### config.mk
export PLATFORM = sky130hd
export DESIGN_NAME = aqc_device_flat
export DESIGN_NICKNAME = d
export VERILOG_FILES = /design/src/aqc_pkg.sv /design/src/aqc_bus_if.sv /design/src/aqc_device.sv /design/src/flat_wrapper.sv
export VERILOG_INCLUDE_DIRS = /design/src
export SDC_FILE = /design/constraint.sdc
export NUM_CORES = 1
export LEC_CHECK = 0
export BUFFER_PORTS_ARGS = -buffer_cell sky130_fd_sc_hd__buf_4
export CAP_MARGIN = 20
export CORE_MARGIN = 5
export CORE_UTILIZATION = 60
export DETAILED_ROUTE_END_ITERATION = 16
export GPL_TIMING_DRIVEN = 0
export PLACE_DENSITY = 0.8
export SLEW_MARGIN = 20
export SYNTH_ARGS = -nofsm -noshare
export SYNTH_HDL_FRONTEND = slang
export SYNTH_SLANG_ARGS = --single-unit
### constraint.sdc
create_clock -name sys_clk -period 2.95 [get_ports sys_clk]
set_input_delay 0.295 -clock sys_clk [delete_from_list [all_inputs] [get_ports sys_clk]]
set_output_delay 0.295 -clock sys_clk [all_outputs]
set_load 0.02 [all_outputs]
### src/aqc_params.svh
// Purpose: offsets, field positions and reset values for the acquisition control
// Assumes: byte-wide device registers, 32-bit APB on the controller
// Notes: definitions only
`ifndef AQC_PARAMS_SVH
`define AQC_PARAMS_SVH
// Device byte offsets
`define AQC_OFS_TMR0 4'h0
`define AQC_OFS_TMR1 4'h1
`define AQC_OFS_TMR2 4'h2
`define AQC_OFS_TMRCTL 4'h3
`define AQC_OFS_DATLO 4'h4
`define AQC_OFS_DATHI 4'h5
`define AQC_OFS_IRQCLR 4'h8
`define AQC_OFS_GAIN 4'h9
`define AQC_OFS_CHAN 4'ha
`define AQC_OFS_MODE 4'hb
`define AQC_OFS_SWTRIG 4'hc
// Field positions
`define AQC_BUSY_BIT 4
`define AQC_MODE_SW_POLL 3'h1
`define AQC_MODE_PACER_INT 3'h6
`define AQC_IRQ_UNUSED 3'h1
`define AQC_MODE_RST 8'h00
// Controller APB byte addresses
`define AQC_APB_CMD 8'h00
`define AQC_APB_RESULT 8'h04
`define AQC_APB_IRQ 8'h08
`define AQC_CMD_ADDR_LSB 16
`define AQC_CMD_OP_LSB 24
`define AQC_RES_BUSY_BIT 31
`endif

### src/aqc_pkg.sv
// Purpose: shared types of the acquisition control
// Assumes: nothing
// Notes: state codes are Gray from idle through poll to low; the step back to idle flips two bits
package aqc_pkg;
  typedef enum logic [1:0] {
    AQC_OP_WRITE = 2'h0,
    AQC_OP_READ = 2'h1,
    AQC_OP_DAC = 2'h2,
    AQC_OP_ACQ = 2'h3
  } aqc_op_type;
  typedef enum logic [2:0] {
    AQC_H_IDLE = 3'h0,
    AQC_H_FIRST = 3'h1,
    AQC_H_SECOND = 3'h3,
    AQC_H_POLL = 3'h2,
    AQC_H_LOW = 3'h6
  } aqc_hstate_type;
endpackage

### src/aqc_bus_if.sv
// Purpose: byte-wide register port between host controller and device
// Assumes: both ends on sys_clk
// Notes: read data answers one cycle after the read strobe
`timescale 1ns/1ps
interface aqc_bus_if;
  logic [3:0] regAddr;
  logic [7:0] regWrData;
  logic regWr;
  logic regRd;
  logic [7:0] regRdData;
  logic regRdValid;
  logic [7:0] irqReq;
  modport dev (
    input regAddr, regWrData, regWr, regRd,
    output regRdData, regRdValid, irqReq
  );
  modport host (
    output regAddr, regWrData, regWr, regRd,
    input regRdData, regRdValid, irqReq
  );
endinterface

### src/aqc_device.sv
// Purpose: acquisition card logic: pacer timer, converter control, D/A latch
// Assumes: converter handshake on sys_clk; diffMode is an external jumper
// Notes: byte registers reached through aqc_bus_if
//
// The byte register port was decided locally.
`timescale 1ns/1ps
`include "aqc_params.svh"
module aqc_device import aqc_pkg::*; #(
  parameter int TICK_DIV = 63
) (
  // Clock and reset
  input wire logic sys_clk,
  input wire logic rst_b,
  // Register port
  aqc_bus_if.dev bus,
  // Jumper
  input wire logic diffMode,
  // Converter
  output logic convStart,
  input wire logic convDone,
  input wire logic [11:0] convData,
  // Analog front end and D/A
  output logic [1:0] adcGain,
  output logic [3:0] adcChannel,
  output logic [11:0] dacValue
);
  logic diffMeta_q, diffSync_q;
  logic [7:0] modeReg_q, gainReg_q, chanReg_q, dacLow_q, rdData_q;
  logic [11:0] result_q, dacValue_q;
  logic busy_q, intStat_q, rdValid_q, convStart_q;
  logic [15:0] reload_q [3];
  logic [15:0] count_q [3];
  logic [2:0] hiNext_q;
  logic [$clog2(TICK_DIV+1)-1:0] div_q;
  logic tick, cnt1Wrap, pacerTrig, swTrig, trigAccept, pacerMode, swMode, intMode;
  logic wrDatLo, wrDatHi, wrMode, wrGain, wrChan, wrCtl, wrClr;
  logic [7:0] rdByte, irqVec;

  // Write decode
  assign wrDatLo = bus.regWr && bus.regAddr == `AQC_OFS_DATLO;
  assign wrDatHi = bus.regWr && bus.regAddr == `AQC_OFS_DATHI;
  assign wrMode = bus.regWr && bus.regAddr == `AQC_OFS_MODE;
  assign wrGain = bus.regWr && bus.regAddr == `AQC_OFS_GAIN;
  assign wrChan = bus.regWr && bus.regAddr == `AQC_OFS_CHAN;
  assign wrCtl = bus.regWr && bus.regAddr == `AQC_OFS_TMRCTL;
  assign wrClr = bus.regWr && bus.regAddr == `AQC_OFS_IRQCLR;
  assign swTrig = bus.regWr && bus.regAddr == `AQC_OFS_SWTRIG && swMode;

  // mode decode; software for codes 0 and 1, pacer whenever bit 1 is set, interrupt for code 6
  assign swMode = modeReg_q[2:1] == 2'h0;
  assign pacerMode = modeReg_q[1];
  assign intMode = modeReg_q[2:0] == `AQC_MODE_PACER_INT;

  // Jumper crosses from outside, two flops
  always_ff @(posedge sys_clk) begin
    if (!rst_b) begin
      diffMeta_q <= 1'b0;
      diffSync_q <= 1'b0;
    end else begin
      diffMeta_q <= diffMode;
      diffSync_q <= diffMeta_q;
    end
  end

  // Control registers
  always_ff @(posedge sys_clk) begin
    if (!rst_b) begin
      modeReg_q <= `AQC_MODE_RST;
      gainReg_q <= 8'h00;
      chanReg_q <= 8'h00;
    end else begin
      if (wrMode)
        modeReg_q <= bus.regWrData;
      if (wrGain)
        gainReg_q <= bus.regWrData;
      if (wrChan)
        chanReg_q <= bus.regWrData;
    end
  end
  assign adcGain = gainReg_q[1:0];
  // mux select; bit three dropped when differential
  assign adcChannel = diffSync_q ? {1'b0, chanReg_q[2:0]} : chanReg_q[3:0];

  // Timer tick divider, the pacer counts these slow enables
  always_ff @(posedge sys_clk) begin
    if (!rst_b)
      div_q <= '0;
    else if (tick)
      div_q <= '0;
    else
      div_q <= div_q + 1'b1;
  end
  assign tick = div_q == ($clog2(TICK_DIV+1))'(TICK_DIV - 1);

  // per-counter ports: low byte then high byte; in pacer mode counter two's writes do not load its count, counter one's high write does
  // counter zero is held and readable only, never counts
  for (genvar i = 0; i < 3; i++) begin : gCnt
    logic wrPort, selCtl;
    assign wrPort = bus.regWr && bus.regAddr == 4'(i);
    assign selCtl = wrCtl && bus.regWrData[7:6] == 2'(i);
    always_ff @(posedge sys_clk) begin
      if (!rst_b) begin
        reload_q[i] <= 16'h0000;
        hiNext_q[i] <= 1'b0;
      end else if (selCtl) begin
        hiNext_q[i] <= 1'b0;
      end else if (wrPort) begin
        hiNext_q[i] <= !hiNext_q[i];
        if (hiNext_q[i])
          reload_q[i][15:8] <= bus.regWrData;
        else
          reload_q[i][7:0] <= bus.regWrData;
      end
    end
  end

  // counter one wraps into counter two; a zero reload means 65536
  assign cnt1Wrap = pacerMode && tick && count_q[1] == 16'h0001;
  assign pacerTrig = cnt1Wrap && count_q[2] == 16'h0001;
  always_ff @(posedge sys_clk) begin
    if (!rst_b) begin
      count_q[0] <= 16'h0000;
      count_q[1] <= 16'h0000;
      count_q[2] <= 16'h0000;
    end else begin
      count_q[0] <= reload_q[0];
      if (!pacerMode || (bus.regWr && bus.regAddr == `AQC_OFS_TMR1 && hiNext_q[1]))
        count_q[1] <= {bus.regWr && bus.regAddr == `AQC_OFS_TMR1 && hiNext_q[1] ?
                       bus.regWrData : reload_q[1][15:8], reload_q[1][7:0]};
      else if (cnt1Wrap)
        count_q[1] <= reload_q[1];
      else if (tick)
        count_q[1] <= count_q[1] - 16'h0001;
      if (!pacerMode)
        count_q[2] <= reload_q[2];
      else if (pacerTrig)
        count_q[2] <= reload_q[2];
      else if (cnt1Wrap)
        count_q[2] <= count_q[2] - 16'h0001;
    end
  end

  // only a trigger starts; ignored while busy
  assign trigAccept = (swTrig || pacerTrig) && !busy_q;

  // busy from accept until result stored; result capture
  always_ff @(posedge sys_clk) begin
    if (!rst_b) begin
      busy_q <= 1'b0;
      convStart_q <= 1'b0;
      result_q <= 12'h000;
    end else begin
      convStart_q <= trigAccept;
      if (trigAccept)
        busy_q <= 1'b1;
      else if (busy_q && convDone) begin
        busy_q <= 1'b0;
        result_q <= convData;
      end
    end
  end
  assign convStart = convStart_q;

  // sticky status, set wins over clear; only in interrupt mode
  always_ff @(posedge sys_clk) begin
    if (!rst_b)
      intStat_q <= 1'b0;
    else if (intMode && busy_q && convDone)
      intStat_q <= 1'b1;
    else if (wrClr)
      intStat_q <= 1'b0;
  end
  // line select; code 1 drives no line, codes 0 and 2 both line two
  always_comb begin
    irqVec = 8'h00;
    if (modeReg_q[6:4] == 3'h0)
      irqVec[2] = intStat_q;
    else if (modeReg_q[6:4] != `AQC_IRQ_UNUSED)
      irqVec[modeReg_q[6:4]] = intStat_q;
  end
  assign bus.irqReq = irqVec;

  // D/A shares offsets 4 and 5 on writes
  // only the high write moves the output, low byte is held
  always_ff @(posedge sys_clk) begin
    if (!rst_b) begin
      dacLow_q <= 8'h00;
      dacValue_q <= 12'h000;
    end else begin
      if (wrDatLo)
        dacLow_q <= bus.regWrData;
      if (wrDatHi)
        dacValue_q <= {bus.regWrData[3:0], dacLow_q};
    end
  end
  assign dacValue = dacValue_q;

  // Read mux; busy in bit 4 of high byte, low valid once clear
  always_comb begin
    rdByte = 8'h00;
    if (bus.regAddr == `AQC_OFS_DATLO)
      rdByte = result_q[7:0];
    else if (bus.regAddr == `AQC_OFS_DATHI)
      rdByte = {3'h0, busy_q, result_q[11:8]};
    else if (bus.regAddr < `AQC_OFS_TMRCTL)
      rdByte = hiNext_q[bus.regAddr[1:0]] ? count_q[bus.regAddr[1:0]][15:8] :
               count_q[bus.regAddr[1:0]][7:0];
  end

  // Read answer one cycle after the strobe
  always_ff @(posedge sys_clk) begin
    if (!rst_b) begin
      rdData_q <= 8'h00;
      rdValid_q <= 1'b0;
    end else begin
      rdValid_q <= bus.regRd;
      if (bus.regRd)
        rdData_q <= rdByte;
    end
  end
  assign bus.regRdData = rdData_q;
  assign bus.regRdValid = rdValid_q;
endmodule

### src/flat_wrapper.sv
// flat-port wrapper written by rule: the top's interface ports become plain ports
module aqc_device_flat import aqc_pkg::*;
#(
  parameter int TICK_DIV = 63
)
  (sys_clk, rst_b, diffMode, convStart, convDone, convData, adcGain, adcChannel, dacValue, bus_regAddr, bus_regWrData, bus_regWr, bus_regRd, bus_regRdData, bus_regRdValid, bus_irqReq);
  aqc_bus_if bus_i ();
  input wire logic sys_clk;
  input wire logic rst_b;
  input wire logic diffMode;
  output logic convStart;
  input wire logic convDone;
  input wire logic [11:0] convData;
  output logic [1:0] adcGain;
  output logic [3:0] adcChannel;
  output logic [11:0] dacValue;
  input wire logic [$bits(bus_i.regAddr)-1:0] bus_regAddr;
  input wire logic [$bits(bus_i.regWrData)-1:0] bus_regWrData;
  input wire logic [$bits(bus_i.regWr)-1:0] bus_regWr;
  input wire logic [$bits(bus_i.regRd)-1:0] bus_regRd;
  output wire logic [$bits(bus_i.regRdData)-1:0] bus_regRdData;
  output wire logic [$bits(bus_i.regRdValid)-1:0] bus_regRdValid;
  output wire logic [$bits(bus_i.irqReq)-1:0] bus_irqReq;
  assign bus_i.regAddr = bus_regAddr;
  assign bus_i.regWrData = bus_regWrData;
  assign bus_i.regWr = bus_regWr;
  assign bus_i.regRd = bus_regRd;
  assign bus_regRdData = bus_i.regRdData;
  assign bus_regRdValid = bus_i.regRdValid;
  assign bus_irqReq = bus_i.irqReq;
  aqc_device #(.TICK_DIV(TICK_DIV)) u_core (.sys_clk(sys_clk), .rst_b(rst_b), .bus(bus_i), .diffMode(diffMode), .convStart(convStart), .convDone(convDone), .convData(convData), .adcGain(adcGain), .adcChannel(adcChannel), .dacValue(dacValue));
endmodule
==> results of run 1 <==
metal layers:
metal	up-vias	part of all wire [%]	GRT usage, %
met5	-	0	0
met2	282	48	42.36
li1	2845	-	-
met4	0	3.8	14.07
met3	60	8.6	6.587
met1	2846	40	33.51
cells in the final DEF (no fill, tap or decap), types with 6 or more instances in the layout:
master	instances
nand2_1	103
edfxtp_1	96
nor2_1	68
buf_4	68
dfxtp_1	67
a21oi_1	55
and2_1	55
clkbuf_1	37
mux2i_1	29
a211oi_1	24
nor2b_1	21
o21ai_0	20
conb_1	18
clkbuf_16	18
nand3_1	17
xor2_1	15
xnor2_1	14
nor3_1	13
and3_1	12
inv_1	9
o211ai_1	8
nand4_1	8
mux2_2	8
ha_1	6
registers in the layout, summed over array words and instances (netlist names), 2 cells and up:
signal / cells
u_core.reload_q: 48
u_core.chanReg_q: 4
u_core.dacLow_q: 8
u_core.modeReg_q: 6
u_core.result_q: 12
u_core.dacValue: 12
u_core.div_q: 6
u_core.hiNext_q: 3
u_core.count_q: 48
u_core.bus.regRdData: 8
u_core.gainReg_q: 2
power breakdown:
part	internal, W	leakage (nW)	switching (W)	total (W)
clock	0.00125	0.271	0.000895	0.00215
combinational	0.000142	1.57	0.000246	0.000387
sequential	0.00248	1.58	0.0000511	0.00253
total	0.00387	3.42	0.00119	0.00507
worst register-to-register path, stage by stage, from the launching register on:
cell and delay [ns]:
edfxtp_1 0.52, nor4_4 0.49, nand4_1 0.34, and3_1 0.28, clkbuf_1 0.19, clkbuf_1 0.26, o21ai_0 0.36, a21oi_1 0.10
layout make-up:
| type | instances | area, um^2 | area share, % |
|---|---|---|---|
| clock buffer | 21 | 481.7 | 5.361 |
| timing repair buffer | 63 | 473.0 | 5.263 |
| sequential | 163 | 4224 | 47.01 |
| tap | 172 | 215.2 | 2.395 |
| multi-input combinational | 551 | 3254 | 36.22 |
| clock inverter | 11 | 98.84 | 1.100 |
| buffer | 47 | 201.4 | 2.242 |
| inverter | 10 | 37.54 | 0.4177 |
what timing repair did:
action                     CTS  global route
resized for setup            0             1
buffers inserted             0             0
setup endpoints to repair    0             1
hold endpoints to repair     0             0
cell usage after synthesis (6+ instances only):
library cell / n
nor2_1: 68
o211ai_1: 8
nor2b_1: 21
and3_1: 12
dfxtp_1: 67
inv_1: 9
nand3_1: 17
a211oi_1: 24
and2_1: 55
mux2i_1: 29
clkbuf_1: 36
o21ai_0: 23
xnor2_1: 14
ha_1: 6
nand4_1: 8
a21oi_1: 55
nand2_1: 103
xor2_1: 15
nor3_1: 13
mux2_2: 8
edfxtp_1: 96
cells by family after synthesis:
| kind of cell | count (synthesis) | synth area share (%) |
|---|---|---|
| and+or+nand+nor | 331 | 21.91 |
| AOI/OAI and AO/OA | 130 | 10.38 |
| adders and majority gates | 6 | 0.9812 |
| buffers and inverters | 57 | 3.123 |
| muxes | 37 | 4.971 |
| other | 2 | 0.09816 |
| xor gates and xnor gates | 29 | 3.320 |
| DFF | 163 | 55.21 |
worst min path at each step:
| stage | startpoint | endpoint | slack [ns] | cells after the start |
|---|---|---|---|---|
| 6_report | diffMode | u_core.diffMeta_q$_SDFF_PN0_ | 0.07 | 2 |
| 3_3_place_gp | u_core.diffMeta_q$_SDFF_PN0_ | u_core.diffSync_q$_SDFF_PN0_ | 0.42 | 1 |
| 2_1_floorplan | u_core.diffMeta_q$_SDFF_PN0_ | u_core.diffSync_q$_SDFF_PN0_ | 0.41 | 1 |
| 5_1_grt | diffMode | u_core.diffMeta_q$_SDFF_PN0_ | 0.07 | 2 |
| 4_1_cts | diffMode | u_core.diffMeta_q$_SDFF_PN0_ | 0.07 | 2 |
| 3_5_place_dp | u_core.diffMeta_q$_SDFF_PN0_ | u_core.diffSync_q$_SDFF_PN0_ | 0.42 | 1 |
stage by stage:
step                       TNS, ns  hold WS (ns)
after CTS                        0       0.06759
after floorplan                  0        0.4119
after detailed placement         0        0.4226
after global routing      -0.04472       0.06524
after global placement    -0.02667        0.4171
final                            0       0.06969
==> results by group, run 1 <==
Status
  – Status: finished, final reports clean

Clock network
  – CTS Buffer Depth: 2
  – CTS root buf: clkbuf_16
  – CTS tree: yes
  – Hold_buf cts: 0
  – Clk sink count: 163
  – H-tree Lvls: 4
  – CTS Buf Count: 17
  – CTS clk-pin slew, worst paths: 0.06 ns
  – Latest clock arrival within the worst-skew pair: 0.43 ns

Floorplanning
  – Core Rows: 41
  – Placeable Area: 0.01257 mm^2
  – Die Y: around 120 um
  – Num ports: 66
  – Die W: 122.9 um
  – Initial Util: approximately three fifths
  – Area of the die: between 0.015 and 0.02 mm^2

Timing
  – FMAX: around 0.35 GHz
  – Post-route setup slack: 0.1303 ns
  – Final Max Slew Viols: 0
  – Worst-Margin Slew: approximately 0.80 ns
  – Final Cycle Share: 95.58%
  – Setup Viol. Count Final: 0
  – Worst Clk Skew: just over 0.01 ns
  – Slew margin rel.: 46.54%
  – Fin. Hold Viols: 0
  – Tmin final: 2.820 ns

Detailed routing
  – Via-to-Cell Ratio: just under 6
  – Drt first pass iters: 5
  – Final WL: a little under 20000 um
  – First DRT Iteration DRCs: around 640
  – Via count: 6033
  – Routed Antenna Nets: 0
  – Routed len/inst: 18.57 um
  – DRC: 0

Cells and area
  – Antenna Cells: 0
  – Fraction of layout cells with a size suffix above 1: ~14%
  – Fin util: between 70% and 80%
  – Final Non-Filler Cells: 1038
  – Layout fillers: 930
  – Area Growth Syn to Fin: 17.45%
  – Final net count: 889
  – Final Cell Area: 0.008986 mm^2

Synth
  – #FFs+latches synth: 163
  – Mapped Cells: 755
  – Post-synthesis sequential area ratio: 55.21%
  – Top FF cell, synth: edfxtp_1
  – Area share of the largest cell type after synthesis: a little under two fifths
  – Ranking of synthesized cells by area: edfxtp_1 38%, dfxtp_1 18%, nand2_1 5.1%
  – Mean post-synth cell area: 10.13 um^2
  – Post-synth EDFFs: 96
  – Synth cell types: 53
  – Yosys warns: 0
  – Synth Cell Area: 0.007651 mm^2
  – Area leader, netlist: edfxtp_1
  – Asr flop ratio synth: 0%

GRT
  – Initial antenna violation count: 0
  – Number of global-route vias before repair: 5900
  – Gr ovfl total: 0
  – Largest net degree at the start of global routing: 17
  – GRT Util Overall: about a quarter
  – First-pass GRT wire length: 30080 um

Critical path
  – Reg-to-Reg Start: u_core.count_q[1][7]$_SDFFCE_PP0P_
  – CP dominant cell by count: clkbuf_1
  – Reg-to-reg endpoint: u_core.count_q[1][10]$_SDFFCE_PP0P_
  – Delay-heaviest family, CP: simple AND/OR/NAND/NOR gates
  – CP Capture Type: flip-flop
  – Worst path required time: 3.10 ns
  – Crit path depth: 7
  – CP cell instances: nor4_4 > nand4_1 > and3_1 > clkbuf_1 > clkbuf_1 > o21ai_0 > a21oi_1
  – CP Data Arrival Time: 2.97 ns
  – R2R setup slack: roughly 0.13 ns
  – Slowest CP cell: edfxtp_1
  – Crit start category: flip-flop
  – R2r worst-path depth: 7
  – Crit path buf inv count: 2
  – Worst-path maximum fanout: 10
  – Worst setup path endpoint: u_core.count_q[1][10]$_SDFFCE_PP0P_
  – CP Class: reg -> reg
  – CP max stage delay: 0.52 ns
  – CP Launch Point: u_core.count_q[1][7]$_SDFFCE_PP0P_

Pwr
  – Total power: roughly 0.0051 W
  – Power per Cell Area: 563.7 mW/mm^2
  – Worst VDD drop: 0.3993 mV
  – Leakage: 3.416 nW

Worst hold path
  – HP Class: in -> reg

Placed design
  – Post-DP HPWL: 13860 um
  – I/O Buffers: 61
  – Gp weighted congestion: 0.9476
  – Placed cell count: 1006
  – Dpl cell area: 0.008399 mm^2
  – Place WS: 0.2269 ns

Flow run
  – Max Cap Violations: 0
Power figures use the tool's default switching activity.
==> run 2: changes to the inputs <==
ABC_AREA = 1   (was not set)
GPL_TIMING_DRIVEN = not set   (was 0)
==> run 2 against run 1 <==
Against the previous run: synthesized cell count rose by 32%; via count rose by 15%; largest power group unchanged; critical endpoint is now u_core.count_q[2][5]$_DFFE_PP_; count of clock-buffer cells in the layout fell by 2; clock skew rose by 0.0012 ns.
==> results by group, run 2 <==
Status
  – Status: finished, final reports clean (unchanged)

Critical path
  – Crit start category: flip-flop (unchanged)
  – R2r worst-path depth: 10 (was 7)
  – CP Class: reg -> reg (unchanged)
  – Worst path required time: 3.02 ns (was 3.10 ns)
  – CP Capture Type: flip-flop (unchanged)
  – R2R setup slack: 0.53 ns (was 0.13 ns)
  – Worst-path maximum fanout: 16 (was 10)
  – CP Data Arrival Time: 2.49 ns (was 2.97 ns)

Placed design
  – Placed cell count: 1221 (was 1006)
  – Post-DP HPWL: 14750 um (was 13860 um)
  – I/O Buffers: 63 (was 61)
  – Dpl cell area: 0.008676 mm^2 (was 0.008399 mm^2)
  – Gp weighted congestion: 1.080 (was 0.9476)

Synth
  – Largest family of logic cells by synthesized area: simple AND/OR/NAND/NOR gates (unchanged)
  – Asr flop ratio synth: 0% (unchanged)
  – Top FF cell, synth: edfxtp_1 (unchanged)
  – Area share of the largest cell type after synthesis: 35.54% (was 37.68%)
  – Most common cell in the netlist: nand2_1 (unchanged)
  – Post-synth EDFFs: 96 (unchanged)
  – Area leader, netlist: edfxtp_1 (unchanged)
  – Post-synth top cells: 206 x nand2_1, 189 x nor2_1, 105 x inv_1 (was 103 x nand2_1, 96 x edfxtp_1, 68 x nor2_1)
  – #FFs+latches synth: 163 (unchanged)
  – XOR/XNOR Fraction of Synth Area: 2.160% (was 3.320%)
  – Synth Cell Area: 0.008110 mm^2 (was 0.007651 mm^2)
  – Synth Area in Simple Gates: 27.40% (was 21.91%)
  – Synth Area in Adders: 0.9256% (was 0.9812%)
  – Yosys warns: 0 (unchanged)
  – Synth cell types: 40 (was 53)
  – Ranking of synthesized cells by area: edfxtp_1 36%, dfxtp_1 17%, nand2_1 9.5% (was edfxtp_1 38%, dfxtp_1 18%, nand2_1 5.1%)
  – Multiplexer area fraction after synthesis: 0% (was 4.971%)
  – Post-synthesis sequential area ratio: 52.08% (was 55.21%)
  – Mean post-synth cell area: 8.110 um^2 (was 10.13 um^2)
  – Mapped Cells: 1000 (was 755)
  – Synth Area in Compound Gates: 9.318% (was 10.38%)

Cells and area
  – Final net count: 1100 (was 889)
  – Final Cell Area: 0.009223 mm^2 (was 0.008986 mm^2)
  – Most common cell after layout, fill and taps aside: nand2_1 (unchanged)
  – Antenna Cells: 0 (unchanged)
  – Final Non-Filler Cells: 1253 (was 1038)
  – Most frequent cells in the layout: 205 x nand2_1, 189 x nor2_1, 105 x inv_1 (was 103 x nand2_1, 96 x edfxtp_1, 68 x nor2_1, 68 x buf_4, 67 x dfxtp_1)
  – Fraction of layout cells with a size suffix above 1: 12.53% (was 13.97%)
  – Largest regs: u_core.count_q x48, u_core.reload_q x48 (unchanged)
  – Layout fillers: 1043 (was 930)
  – Area Growth Syn to Fin: 13.71% (was 17.45%)
  – Fin util: 69.64% (was 71.50%)

Detailed routing
  – Drt first pass iters: 5 (unchanged)
  – Routed Antenna Nets: 0 (unchanged)
  – Via count: 6934 (was 6033)
  – First DRT Iteration DRCs: 892 (was 639)
  – DRC: 0 (unchanged)
  – Routed len/inst: 16.50 um (was 18.57 um)
  – Via-to-Cell Ratio: 5.534 (was 5.812)
  – Final WL: 20680 um (was 19270 um)

Clock network
  – CTS tree: yes (unchanged)
  – Latest clock arrival within the worst-skew pair: 0.43 ns (about the same)
  – Clk sink count: 163 (unchanged)
  – CTS Buf Count: 17 (unchanged)
  – Setup bufs post-CTS: 0 (unchanged)
  – CTS root buf: clkbuf_16 (unchanged)
  – CTS clk-pin slew, worst paths: 0.06 ns (about the same)
  – CTS resizes: 0 (unchanged)
  – H-tree Lvls: 4 (unchanged)
  – Hold_buf cts: 0 (unchanged)
  – CTS Buffer Depth: 2 (unchanged)

Worst hold path
  – HP Class: in -> reg (unchanged)
  – Hold Path Cell Cnt: 3 (was 2)

Timing
  – Slew margin rel.: 25.61% (was 46.54%)
  – Final Max Slew Viols: 0 (unchanged)
  – Setup Viol. Count Final: 0 (unchanged)
  – Worst-Margin Slew: 1.104 ns (was 0.7997 ns)
  – Final Cycle Share: 81.98% (was 95.58%)
  – FMAX: 0.4135 GHz (was 0.3546 GHz)
  – Fin. Hold Viols: 0 (unchanged)
  – Tmin final: 2.419 ns (was 2.820 ns)
  – Unrepaired setup endpoints after global routing: no
  – Worst Clk Skew: 0.01128 ns (was 0.01012 ns)
  – Setup TNS: 0 ns (unchanged)

GRT
  – GRT Util Overall: 26.29% (was 26.55%)
  – Number of global-route vias before repair: 6423 (was 5900)
  – Initial antenna violation count: 0 (unchanged)
  – Largest net degree at the start of global routing: 64 (was 17)
  – First-pass GRT wire length: 33030 um (was 30080 um)
  – Gr ovfl total: 0 (unchanged)

Pwr
  – Power per Cell Area: 548.0 mW/mm^2 (was 563.7 mW/mm^2)
  – Worst VDD drop: 0.3919 mV (was 0.3993 mV)
  – Leakage: 4.178 nW (was 3.416 nW)
  – Total power: 0.005054 W (was 0.005065 W)

Floorplanning
  – Initial Util: 61.24% (was 60.88%)
  – Area of the die: 0.01594 mm^2 (was 0.01511 mm^2)
  – Die Y: 126.3 um (was 122.9 um)
  – Num ports: 66 (unchanged)
  – Core Rows: 42 (was 41)
  – Die W: 126.3 um (was 122.9 um)
  – Placeable Area: 0.01324 mm^2 (was 0.01257 mm^2)

Flow run
  – Max Cap Violations: 0 (unchanged)
## run 2: cell count changes after synthesis, sizes merged, moves of 26 or more
cell    delta
a211oi    -26
nor2     +136
nand2    +112
nand3     +52
mux2i     -29
o21ai     +61
inv      +101
and2      -54
## run 2: metal layers
| metal | share of wire [%] | vias up | track usage (%) |
|---|---|---|---|
| met5 | 0 | - | 0 |
| met1 | 42 | 3156 | 36.20 |
| li1 | - | 3348 | - |
| met2 | 46 | 377 | 40.91 |
| met3 | 9.1 | 53 | 6.224 |
| met4 | 2.7 | 0 | 9.464 |
## run 2: metrics by stage
step	setup WS [ns]	hold slack (ns)
6_report	0.5315	0.05166
5_1_grt	0.1854	0.07438
4_1_cts	0.3329	0.04783
3_5_place_dp	0.3633	0.4050
3_3_place_gp	0.3859	0.3920
2_1_floorplan	0.9361	0.3905
## run 2: logic make-up after synthesis
group / Yosys count
buffers and inverters: 152
AND/OR/NAND/NOR: 509
other: 2
XOR/XNOR: 20
flip-flops: 163
AO/OA/AOI/OAI: 148
adder cells (fa/ha/maj): 6
## run 2: path summary, 6_finish.rpt
kind                                start                              to
min reg2reg  u_core.diffMeta_q$_SDFF_PN0_    u_core.diffSync_q$_SDFF_PN0_
max reg2reg    u_core.div_q[0]$_SDFF_PP0_  u_core.count_q[2][5]$_DFFE_PP_
min                              diffMode    u_core.diffMeta_q$_SDFF_PN0_
max            u_core.div_q[0]$_SDFF_PP0_  u_core.count_q[2][5]$_DFFE_PP_
## run 2: layout make-up
cell class / instances / area (um^2) / share of cell area, %
clock inverters: 13 / 111.4 / 1.207
multi-input cells: 701 / 3298 / 35.76
clock buffers: 19 / 432.9 / 4.694
well taps: 176 / 220.2 / 2.388
repair buffers: 67 / 503.0 / 5.454
flip-flops and latches: 163 / 4224 / 45.80
inverters: 114 / 432.9 / 4.694
## run 2: where the power goes
group / total, W / internal, W / switching (W)
Clock: 0.00206 / 0.00115 / 0.000905
Combinational: 0.000450 / 0.000143 / 0.000307
Sequential: 0.00254 / 0.00249 / 0.0000569
Total: 0.00505 / 0.00379 / 0.00127
## run 2: worst max-delay path, stage by stage (launching register included)
cell and delay, ns:
dfxtp_1 0.37, inv_1 0.06, ha_1 0.19, nand3_1 0.11, nor2_4 0.07, inv_1 0.07, nor2_1 0.05, nand2_1 0.08
inv_1 0.05, nor2_1 0.60, nand2_2 0.42
